[config.mk]
export PLATFORM = sky130hd
export DESIGN_NAME = rtcw_top
export DESIGN_NICKNAME = d
export VERILOG_FILES = /design/src/rtcw_pkg.sv /design/src/rtcw_prescaler.sv /design/src/rtcw_run_follow.sv /design/src/rtcw_top.sv
export SDC_FILE = /design/constraint.sdc
export NUM_CORES = 1
export LEC_CHECK = 0
export ABC_AREA = 1
export BUFFER_PORTS_ARGS = -buffer_cell sky130_fd_sc_hd__buf_2
export CAP_MARGIN = 10
export CORE_UTILIZATION = 55
export DETAILED_ROUTE_END_ITERATION = 12
export HOLD_SLACK_MARGIN = 0.03
export PLACE_DENSITY_LB_ADDON = 0.1
export SKIP_LAST_GASP = 1
export SYNTH_ARGS = -nofsm -noshare
export SYNTH_HDL_FRONTEND = slang
export SYNTH_SLANG_ARGS = --single-unit
[constraint.sdc]
create_clock -name clk -period 1.7 [get_ports clk]
set_input_delay 0.34 -clock clk [delete_from_list [all_inputs] [get_ports clk]]
set_output_delay 0.34 -clock clk [all_outputs]
set_load 0.05 [all_outputs]
[src/rtcw_pkg.sv]
// Package with register map, field layout, reset values and helpers of the week clock.
package rtcw_pkg;

	// Register indices; the byte address on the port is four times the index.
	localparam logic [9:0] IDX_SECONDS  = 10'h118;
	localparam logic [9:0] IDX_MINUTES  = 10'h119;
	localparam logic [9:0] IDX_HOURS    = 10'h11a;
	localparam logic [9:0] IDX_WEEKDAY  = 10'h11b;
	localparam logic [9:0] IDX_CTRL1    = 10'h11c;
	localparam logic [9:0] IDX_IRQ_SEL  = 10'h11d;

	// Field positions in the time and control registers.
	localparam int BIT_BUSY         = 7;
	localparam int BIT_HOUR_FORMAT  = 6;
	localparam int BIT_AFTERNOON    = 5;
	localparam int BIT_COUNTER_RST  = 4;
	localparam int BIT_REQ_TIMING   = 3;
	localparam int BIT_RUN_STATUS   = 1;
	localparam int BIT_RUN_REQUEST  = 7;

	// Enable bit positions in the periodic interrupt select register.
	localparam int IRQ_SECOND = 0;
	localparam int IRQ_MINUTE = 1;
	localparam int IRQ_HOUR   = 2;
	localparam int IRQ_DAY    = 3;
	localparam int IRQ_WEEK   = 4;

	// Reset values.
	localparam logic [7:0] RST_TIME_REG = 8'h00;
	localparam logic [4:0] RST_IRQ_SEL  = 5'h00;
	localparam logic [7:0] RST_CNT8     = 8'h00;
	localparam logic [3:0] RST_CNT4     = 4'h0;

	// Counting limits.
	localparam logic [7:0] LAST_SEC_MIN = 8'h59;
	localparam logic [7:0] LAST_HOUR_24 = 8'h23;
	localparam logic [7:0] LAST_HOUR_12 = 8'h11;
	localparam logic [2:0] DAY_SUNDAY   = 3'h0;
	localparam logic [2:0] DAY_SATURDAY = 3'h6;
	localparam logic [3:0] BCD_NINE     = 4'h9;

	// Count-source ticks the run status needs to follow the run request.
	localparam int RUN_FOLLOW_TICKS = 2;

	// Prescaler widths and the busy window (top nibble of the 8-bit counter).
	localparam int CNT4_W = 4;
	localparam int CNT8_W = 8;
	localparam logic [3:0] BUSY_TOP_NIBBLE = 4'hf;

	typedef struct packed {
		logic [6:0] sec;
		logic [6:0] min;
		logic [5:0] hour;
		logic [2:0] wk;
	} rtcw_time_t;

	typedef struct packed {
		logic       wrap;
		logic [7:0] value;
	} rtcw_step_t;

	// Steps a two-digit BCD value, wrapping to zero after the given last value.
	function automatic rtcw_step_t rtcw_bcd_step(input logic [7:0] v, input logic [7:0] last);
		rtcw_step_t r;
		r = '{wrap: 1'b0, value: 8'h00};
		if (v == last) begin
			r.wrap = 1'b1;
		end else if (v[3:0] == BCD_NINE) begin
			r.value = {v[7:4] + 4'h1, 4'h0};
		end else begin
			r.value = {v[7:4], v[3:0] + 4'h1};
		end
		return r;
	endfunction

endpackage

[src/rtcw_prescaler.sv]
// Divide-by-two stage, 4-bit and 8-bit counters making the one-second tick.
`timescale 1ns/1ps
module rtcw_prescaler import rtcw_pkg::*; (
	// Clock and reset
	input  wire logic clk,
	input  wire logic rst_n,
	// Control
	input  wire logic clear,
	input  wire logic run,
	input  wire logic src_tick,
	// Results
	output logic      sec_tick,
	output logic      busy_window
);

	logic              div2_q, div2_d;
	logic [CNT4_W-1:0] cnt4_q, cnt4_d;
	logic [CNT8_W-1:0] cnt8_q, cnt8_d;
	logic              step;

	assign step = run & src_tick;

	always_comb begin
		div2_d   = div2_q;
		cnt4_d   = cnt4_q;
		cnt8_d   = cnt8_q;
		sec_tick = 1'b0;
		if (clear) begin
			div2_d = 1'b0;
			cnt4_d = RST_CNT4;
			cnt8_d = RST_CNT8;
		end else if (step) begin
			div2_d = ~div2_q;
			if (div2_q) begin
				cnt4_d = cnt4_q + 4'h1;
				if (&cnt4_q) begin
					cnt8_d   = cnt8_q + 8'h01;
					sec_tick = &cnt8_q;
				end
			end
		end
	end

	// The last sixteenth of each second is flagged so software can avoid torn reads.
	assign busy_window = run & (cnt8_q[7:4] == BUSY_TOP_NIBBLE);

	always_ff @(posedge clk or negedge rst_n) begin
		if (!rst_n) begin
			div2_q <= 1'b0;
			cnt4_q <= RST_CNT4;
			cnt8_q <= RST_CNT8;
		end else begin
			div2_q <= div2_d;
			cnt4_q <= cnt4_d;
			cnt8_q <= cnt8_d;
		end
	end

endmodule

[src/rtcw_run_follow.sv]
// Run status follower: copies the run request after two count-source ticks.
`timescale 1ns/1ps
module rtcw_run_follow import rtcw_pkg::*; (
	// Clock and reset
	input  wire logic clk,
	input  wire logic rst_n,
	// Control
	input  wire logic clear,
	input  wire logic src_tick,
	input  wire logic run_request,
	// Status
	output logic      run_status
);

	logic [RUN_FOLLOW_TICKS-1:0] stage_q, stage_d;

	always_comb begin
		stage_d = stage_q;
		if (clear) begin
			stage_d = '0;
		end else if (src_tick) begin
			stage_d = {stage_q[RUN_FOLLOW_TICKS-2:0], run_request};
		end
	end

	assign run_status = stage_q[RUN_FOLLOW_TICKS-1];

	always_ff @(posedge clk or negedge rst_n) begin
		if (!rst_n) begin
			stage_q <= '0;
		end else begin
			stage_q <= stage_d;
		end
	end

endmodule

[src/rtcw_top.sv]
// Week clock top: register port, time counting, hour formats and periodic request.
//
// Chosen here: strobed register access.
`timescale 1ns/1ps
module rtcw_top import rtcw_pkg::*; (
	// Clock and reset
	input  wire logic       clk,
	input  wire logic       rstn,
	// Count source, one pulse per source cycle
	input  wire logic       subclock_quarter_tick,
	// Register port
	input  wire logic [11:0] reg_addr,
	input  wire logic [7:0]  reg_wdata,
	input  wire logic        reg_wr,
	input  wire logic        reg_rd,
	output logic      [7:0]  reg_rdata,
	// Status and request
	output logic             periodic_irq_req,
	output logic             count_active
);

	// Reset release through two flip-flops.
	logic rst_meta_q;
	logic rst_n;

	always_ff @(posedge clk or negedge rstn) begin
		if (!rstn) begin
			rst_meta_q <= 1'b0;
			rst_n      <= 1'b0;
		end else begin
			rst_meta_q <= 1'b1;
			rst_n      <= rst_meta_q;
		end
	end

	// Control and time state.
	rtcw_time_t time_q, time_d;
	logic       start_q, start_d;
	logic       fmt24_q, fmt24_d;
	logic       pm_q, pm_d;
	logic       rstbit_q, rstbit_d;
	logic       timing_q, timing_d;
	logic [4:0] irqsel_q, irqsel_d;
	logic       irq_q, irq_d;
	logic [7:0] rdata_q, rdata_d;

	logic       run_status;
	logic       sec_tick;
	logic       busy;
	logic       clear_all;
	logic       stopped;
	logic [9:0] idx;
	logic       aligned;
	logic       wr_sec, wr_min, wr_hour, wr_wk, wr_ctrl1, wr_irq;

	// Decoded events of the current update.
	rtcw_step_t sec_step, min_step, hour_step;
	logic       day_adv;
	logic [2:0] wk_next;
	logic [4:0] events;

	// Word index and alignment of the register port address.
	assign idx     = reg_addr[11:2];
	assign aligned = (reg_addr[1:0] == 2'b00);
	// Time writes are refused until both the request and the status are clear.
	assign stopped = ~start_q & ~run_status;

	// True for a strobe aimed at the given register on an aligned byte address.
	function automatic logic reg_hit(input logic strobe, input logic [11:0] addr,
		input logic [9:0] want);
		return strobe && (addr[1:0] == 2'b00) && (addr[11:2] == want);
	endfunction

	assign wr_sec   = reg_hit(reg_wr, reg_addr, IDX_SECONDS);
	assign wr_min   = reg_hit(reg_wr, reg_addr, IDX_MINUTES);
	assign wr_hour  = reg_hit(reg_wr, reg_addr, IDX_HOURS);
	assign wr_wk    = reg_hit(reg_wr, reg_addr, IDX_WEEKDAY);
	assign wr_ctrl1 = reg_hit(reg_wr, reg_addr, IDX_CTRL1);
	assign wr_irq   = reg_hit(reg_wr, reg_addr, IDX_IRQ_SEL);

	// A 1 then 0 sequence on the counter reset bit clears the whole block.
	assign clear_all = wr_ctrl1 & rstbit_q & ~reg_wdata[BIT_COUNTER_RST];

	// Run status follows the run request on count-source ticks, not on the fast clock.
	rtcw_run_follow u_run_follow (
		.clk         (clk),
		.rst_n       (rst_n),
		.clear       (clear_all),
		.src_tick    (subclock_quarter_tick),
		.run_request (start_q),
		.run_status  (run_status)
	);

	// The prescaler counts only while the status is set, so a stop freezes the fraction.
	rtcw_prescaler u_prescaler (
		.clk         (clk),
		.rst_n       (rst_n),
		.clear       (clear_all),
		.run         (run_status),
		.src_tick    (subclock_quarter_tick),
		.sec_tick    (sec_tick),
		.busy_window (busy)
	);

	// Carry chain of the time fields.
	always_comb begin
		sec_step  = rtcw_bcd_step({1'b0, time_q.sec}, LAST_SEC_MIN);
		min_step  = rtcw_bcd_step({1'b0, time_q.min}, LAST_SEC_MIN);
		hour_step = rtcw_bcd_step({2'b00, time_q.hour},
			fmt24_q ? LAST_HOUR_24 : LAST_HOUR_12);
		// The day ends at the 24-hour wrap, or at the afternoon wrap in 12-hour format.
		day_adv = hour_step.wrap & (fmt24_q | pm_q);
		if (time_q.wk >= DAY_SATURDAY) begin
			wk_next = DAY_SUNDAY;
		end else begin
			wk_next = time_q.wk + 3'h1;
		end
		// Each source sees its own update; the week source needs a day advance onto Sunday.
		events = '0;
		if (sec_tick) begin
			events[IRQ_SECOND] = 1'b1;
			events[IRQ_MINUTE] = sec_step.wrap;
			events[IRQ_HOUR]   = sec_step.wrap & min_step.wrap;
			events[IRQ_DAY]    = sec_step.wrap & min_step.wrap & day_adv;
			events[IRQ_WEEK]   = events[IRQ_DAY] & (wk_next == DAY_SUNDAY);
		end
	end

	// Periodic request, one pulse after an enabled update; a counter reset drops it.
	always_comb begin
		irq_d = 1'b0;
		if (!clear_all) begin
			irq_d = |(events & irqsel_q);
		end
	end

	// Control bits and the request select.
	always_comb begin
		start_d  = start_q;
		fmt24_d  = fmt24_q;
		rstbit_d = rstbit_q;
		timing_d = timing_q;
		irqsel_d = irqsel_q;
		if (clear_all) begin
			start_d  = 1'b0;
			fmt24_d  = 1'b0;
			rstbit_d = 1'b0;
			timing_d = 1'b0;
			irqsel_d = RST_IRQ_SEL;
		end else begin
			if (wr_ctrl1) begin
				start_d  = reg_wdata[BIT_RUN_REQUEST];
				fmt24_d  = reg_wdata[BIT_HOUR_FORMAT];
				rstbit_d = reg_wdata[BIT_COUNTER_RST];
				timing_d = reg_wdata[BIT_REQ_TIMING];
			end
			// The select changes only while stopped, so no update sees a half-set source.
			if (stopped && wr_irq) begin
				irqsel_d = reg_wdata[4:0];
			end
		end
	end

	// Time fields and the afternoon bit, which the hour wrap toggles in 12-hour format.
	always_comb begin
		time_d = time_q;
		pm_d   = pm_q;
		if (clear_all) begin
			time_d = '0;
			pm_d   = 1'b0;
		end else begin
			// Counting and an accepted time write never meet: writes need the status clear.
			if (sec_tick) begin
				time_d.sec = sec_step.value[6:0];
				if (sec_step.wrap) begin
					time_d.min = min_step.value[6:0];
					if (min_step.wrap) begin
						time_d.hour = hour_step.value[5:0];
						if (hour_step.wrap && !fmt24_q) begin
							pm_d = ~pm_q;
						end
						if (day_adv) begin
							time_d.wk = wk_next;
						end
					end
				end
			end
			// Time registers take software values only while the clock is stopped.
			if (stopped) begin
				if (wr_sec) begin
					time_d.sec = reg_wdata[6:0];
				end
				if (wr_min) begin
					time_d.min = reg_wdata[6:0];
				end
				if (wr_hour) begin
					time_d.hour = reg_wdata[5:0];
				end
				if (wr_wk) begin
					time_d.wk = reg_wdata[2:0];
				end
			end
			// A written afternoon bit wins over a toggle in the same cycle.
			if (wr_ctrl1) begin
				pm_d = reg_wdata[BIT_AFTERNOON];
			end
		end
	end

	// Read data for the cycle after a read strobe.
	always_comb begin
		rdata_d = 8'h00;
		if (reg_rd && aligned) begin
			unique case (idx)
				IDX_SECONDS: rdata_d = {busy, time_q.sec};
				IDX_MINUTES: rdata_d = {busy, time_q.min};
				IDX_HOURS:   rdata_d = {2'b00, time_q.hour};
				IDX_WEEKDAY: rdata_d = {busy, 4'h0, time_q.wk};
				IDX_CTRL1:   rdata_d = {start_q, fmt24_q, pm_q, rstbit_q, timing_q,
					1'b0, run_status, 1'b0};
				IDX_IRQ_SEL: rdata_d = {3'b000, irqsel_q};
				default:     rdata_d = 8'h00;
			endcase
		end
	end

	// Control register group.
	always_ff @(posedge clk or negedge rst_n) begin
		if (!rst_n) begin
			start_q  <= 1'b0;
			fmt24_q  <= 1'b0;
			rstbit_q <= 1'b0;
			timing_q <= 1'b0;
			irqsel_q <= RST_IRQ_SEL;
		end else begin
			start_q  <= start_d;
			fmt24_q  <= fmt24_d;
			rstbit_q <= rstbit_d;
			timing_q <= timing_d;
			irqsel_q <= irqsel_d;
		end
	end

	// Time group.
	always_ff @(posedge clk or negedge rst_n) begin
		if (!rst_n) begin
			time_q <= '0;
			pm_q   <= 1'b0;
		end else begin
			time_q <= time_d;
			pm_q   <= pm_d;
		end
	end

	// Request pulse.
	always_ff @(posedge clk or negedge rst_n) begin
		if (!rst_n) begin
			irq_q <= 1'b0;
		end else begin
			irq_q <= irq_d;
		end
	end

	// Read data register.
	always_ff @(posedge clk or negedge rst_n) begin
		if (!rst_n) begin
			rdata_q <= 8'h00;
		end else begin
			rdata_q <= rdata_d;
		end
	end

	assign reg_rdata        = rdata_q;
	assign periodic_irq_req = irq_q;
	assign count_active     = run_status;

endmodule

==> impl_metrics.env <==
export IMPL_drv_slew=0
export IMPL_maxUsedRoutingLayer="met4"
export IMPL_via_per_inst=5.54
export IMPL_met3_length_um=922
export IMPL_layout_drive_gt1_share_pct=31.1
export IMPL_coreArea_um2=6940
export IMPL_syn_cell_area_um2=4030
export IMPL_synth_edf_count=0
export IMPL_wl_per_cell_um=15.3
export IMPL_fin_skew_ps=7.83
export IMPL_cp_end_kind="register"
export IMPL_syn_num_nets=583
export IMPL_finalHoldViolCount=0
export IMPL_antenna_found_initial=0
export IMPL_rsz0062_at_grt="yes"
export IMPL_yosys_warnings=0
export IMPL_diodes=0
export IMPL_io_buffers=34
export IMPL_hp_class="in2reg"
export IMPL_finalPower_mw=2.78
export IMPL_dr_wl_met2_um=5760
export IMPL_power_leakage_nw=2.81
export IMPL_power_frac_clock_pct=40.8
export IMPL_critPathArrivalTime_ps=1920
export IMPL_drc=0
export IMPL_clock_latency_ps=350
export IMPL_area_delta_synth_final_pct=30.6
export IMPL_firstDrtPassIters=5
export IMPL_maxCapViolations=0
export IMPL_critPathMaxFanout=6
export IMPL_setup_slack_ps=-5.00
export IMPL_row_count=30
export IMPL_violations="setup timing"
export IMPL_setup_worst_path_start_class="register"
export IMPL_die_h_um=87.6
export IMPL_grt_max_degree=30
export IMPL_power_density_nw_per_um2=527
export IMPL_worstPathRequired_ps=1920
export IMPL_period_minus_slack_ps=1700
export IMPL_gp_congestion=0.960
export IMPL_reg2reg_setup_slack_ps=-5
export IMPL_crit_end="time_q[6]"
export IMPL_grt_pass1_wl_um=18900
export IMPL_async_reset_ff_share_pct=100
export IMPL_status="complete, but fails checks"
export IMPL_antenna_left=0
export IMPL_cts_tree="yes"
export IMPL_clock_tree_root_cell="clkbuf_8"
export IMPL_synth_distinct_cells=44
export IMPL_timing_fmax_mhz=587
export IMPL_netSwitchingFraction_pct=25.5
export IMPL_routed_wirelength_um=12000
export IMPL_cts_sinks=59
export IMPL_dp_hpwl_um=9060
export IMPL_layout_nets=721
export IMPL_die_area_um2=7670
export IMPL_numCtsBuffers=9
export IMPL_wl_met1_um=4840
export IMPL_ys_seq_area_share_pct=36.6
export IMPL_r2r_start="time_q[10]"
export IMPL_ir_drop_mv=0.428
export IMPL_drt_iter0_drc=383
export IMPL_startpoint="time_q[10]"
export IMPL_intPower_mw=2.07
export IMPL_syn_avg_cell_area_um2=7.41
export IMPL_start_util_pct=58.0
export IMPL_seqPwrFrac_pct=51.4
export IMPL_synthFlopType="dfrtp_1"
export IMPL_cts_max_level=3
export IMPL_regToRegEndpoint="time_q[6]"
export IMPL_min_period_over_period_pct=100
export IMPL_die_w_um=87.6
export IMPL_netSwitchingPower_mw=0.709
export IMPL_power_frac_comb_pct=7.8
export IMPL_fin_setup_tns_ps=-9.87
export IMPL_grt_pass1_vias=4052
export IMPL_netlist_instances=544
export IMPL_setup_violations=2
export IMPL_path_clk_slew_ps=70
export IMPL_io_pins=35
export IMPL_vias=4335
export IMPL_clockBufferDepth=2
export IMPL_worstSetupPathType="reg2reg"
export IMPL_track_usage_pct=33.2
export IMPL_globalRouteOverflowTotal=0
export IMPL_ys_ff_latch=59
export IMPL_r2r_cells=9
[per-stage QoR]
stage	utilization, %	worst slack, ps	cell area (um^2)	hold slack (ps)	instances
after floorplan	-	-10.6	4030	44.4	544
after global placement	71.4	-95.8	4960	125	758
after detailed placement	71.4	-185	4960	126	758
after CTS	74.1	1.90	5150	220	776
after global routing	75.8	-84.0	5270	241	783
final	75.8	-5.00	5270	222	783
[critical path: stages, from the launching register on]
cell	delay, ps
dfrtp_1	380
inv_1	60
ha_2	170
nand2_2	60
nor2_4	130
nand3_4	100
nor2_4	190
nand3_4	140
a21oi_1	220
a21oi_1	110
[power groups by stage]
stage               Clock, mW  Combinational (mW)  Sequential, mW
global placement            0               0.201            1.45
detailed placement          0               0.207            1.45
finish                   1.13               0.216            1.43
floorplan                   0              0.0744            1.47
CTS                      1.14               0.209            1.43
global route             1.22               0.237            1.43
[what timing repair did]
item,4_1_cts,5_1_grt
buffers inserted,0,7
hold buffers,1,0
gates cloned,1,0
pin swaps,2,15
resized for setup,2,24
endpoints found under the hold margin,2,0
setup endpoints to repair,15,24
[cell type report]
cell class              instances  area, um^2
clock buffers                  13         149
clock inverters                 3        15.0
fillers                       534        1680
inverters                      97         369
multi-input cells             383        2220
flip-flops and latches         59        1480
well taps                      96         120
repair buffers                132         916
[worst min-delay path by stage]
| stage | endpoint | slack [ps] | startpoint | cells past startpoint |
|---|---|---|---|---|
| floorplan | rst_meta_q | 40 | rstn | 0 |
| global route | start_q | 240 | reg_wdata[7] | 3 |
| CTS | start_q | 220 | reg_wdata[7] | 3 |
| detailed placement | rst_meta_q | 130 | rstn | 1 |
| finish | start_q | 220 | reg_wdata[7] | 3 |
| global placement | rst_meta_q | 130 | rstn | 1 |
[layer usage]
layer | global-route usage (%) | vias up
met1 | 41.1 | 2031
li1 | - | 2060
met4 | 14.8 | 0
met2 | 56.1 | 198
met5 | 0 | -
met3 | 6.88 | 46
[kinds of logic (layout without fill, tap and decap cells)]
logic type / after synthesis / after routing / share of synthesized area (%)
other cells: 1 / 1 / 0.0930
flops: 59 / 59 / 36.6
compound gates: 95 / 95 / 13.2
simple gates: 264 / 265 / 33.9
mux: 1 / 1 / 0.279
xor+xnor: 7 / 7 / 1.52
buf+inv: 103 / 245 / 10.0
fa+ha+maj: 14 / 14 / 4.35
[synth_stat cells (4+ instances only)]
cell	count	area share [%]
nand3_1	44	5.5
a22oi_1	4	0.75
inv_2	9	0.84
nor2_4	6	1.7
nand4_1	18	2.8
nor2_1	40	3.7
o21ai_0	43	5.3
nor2_2	7	1.1
or2_2	5	0.78
xor2_1	5	1.1
nand2_2	6	0.93
nand3_2	4	0.99
o22ai_1	5	0.78
a21oi_1	27	3.4
inv_1	88	8.2
nor3_1	5	0.62
nand2_1	112	10
ha_1	14	4.3
dfrtp_1	59	37
[sequential cells by signal, summed over array words and instances (netlist names)]
signal and flops:
u_run_follow.stage_q 2, reg_rdata 8, u_prescaler.cnt4_q 4, irqsel_q 5, u_prescaler.cnt8_q 8, fmt24_q 1
periodic_irq_req 1, u_prescaler.div2_q 1, start_q 1, timing_q 1, rst_meta_q 1, rstbit_q 1
time_q 23, pm_q 1, rst_n 1
[cells in the final DEF (no fill, tap or decap), types with 12 or more instances in the layout]
master,instances
buf_4,95
dfrtp_1,57
nor2_1,38
a21oi_1,26
o21ai_0,38
inv_1,85
nand3_1,42
buf_2,34
nand2_1,111
ha_1,12
nand4_1,18
Note: power is estimated with default switching activity, not from simulation.
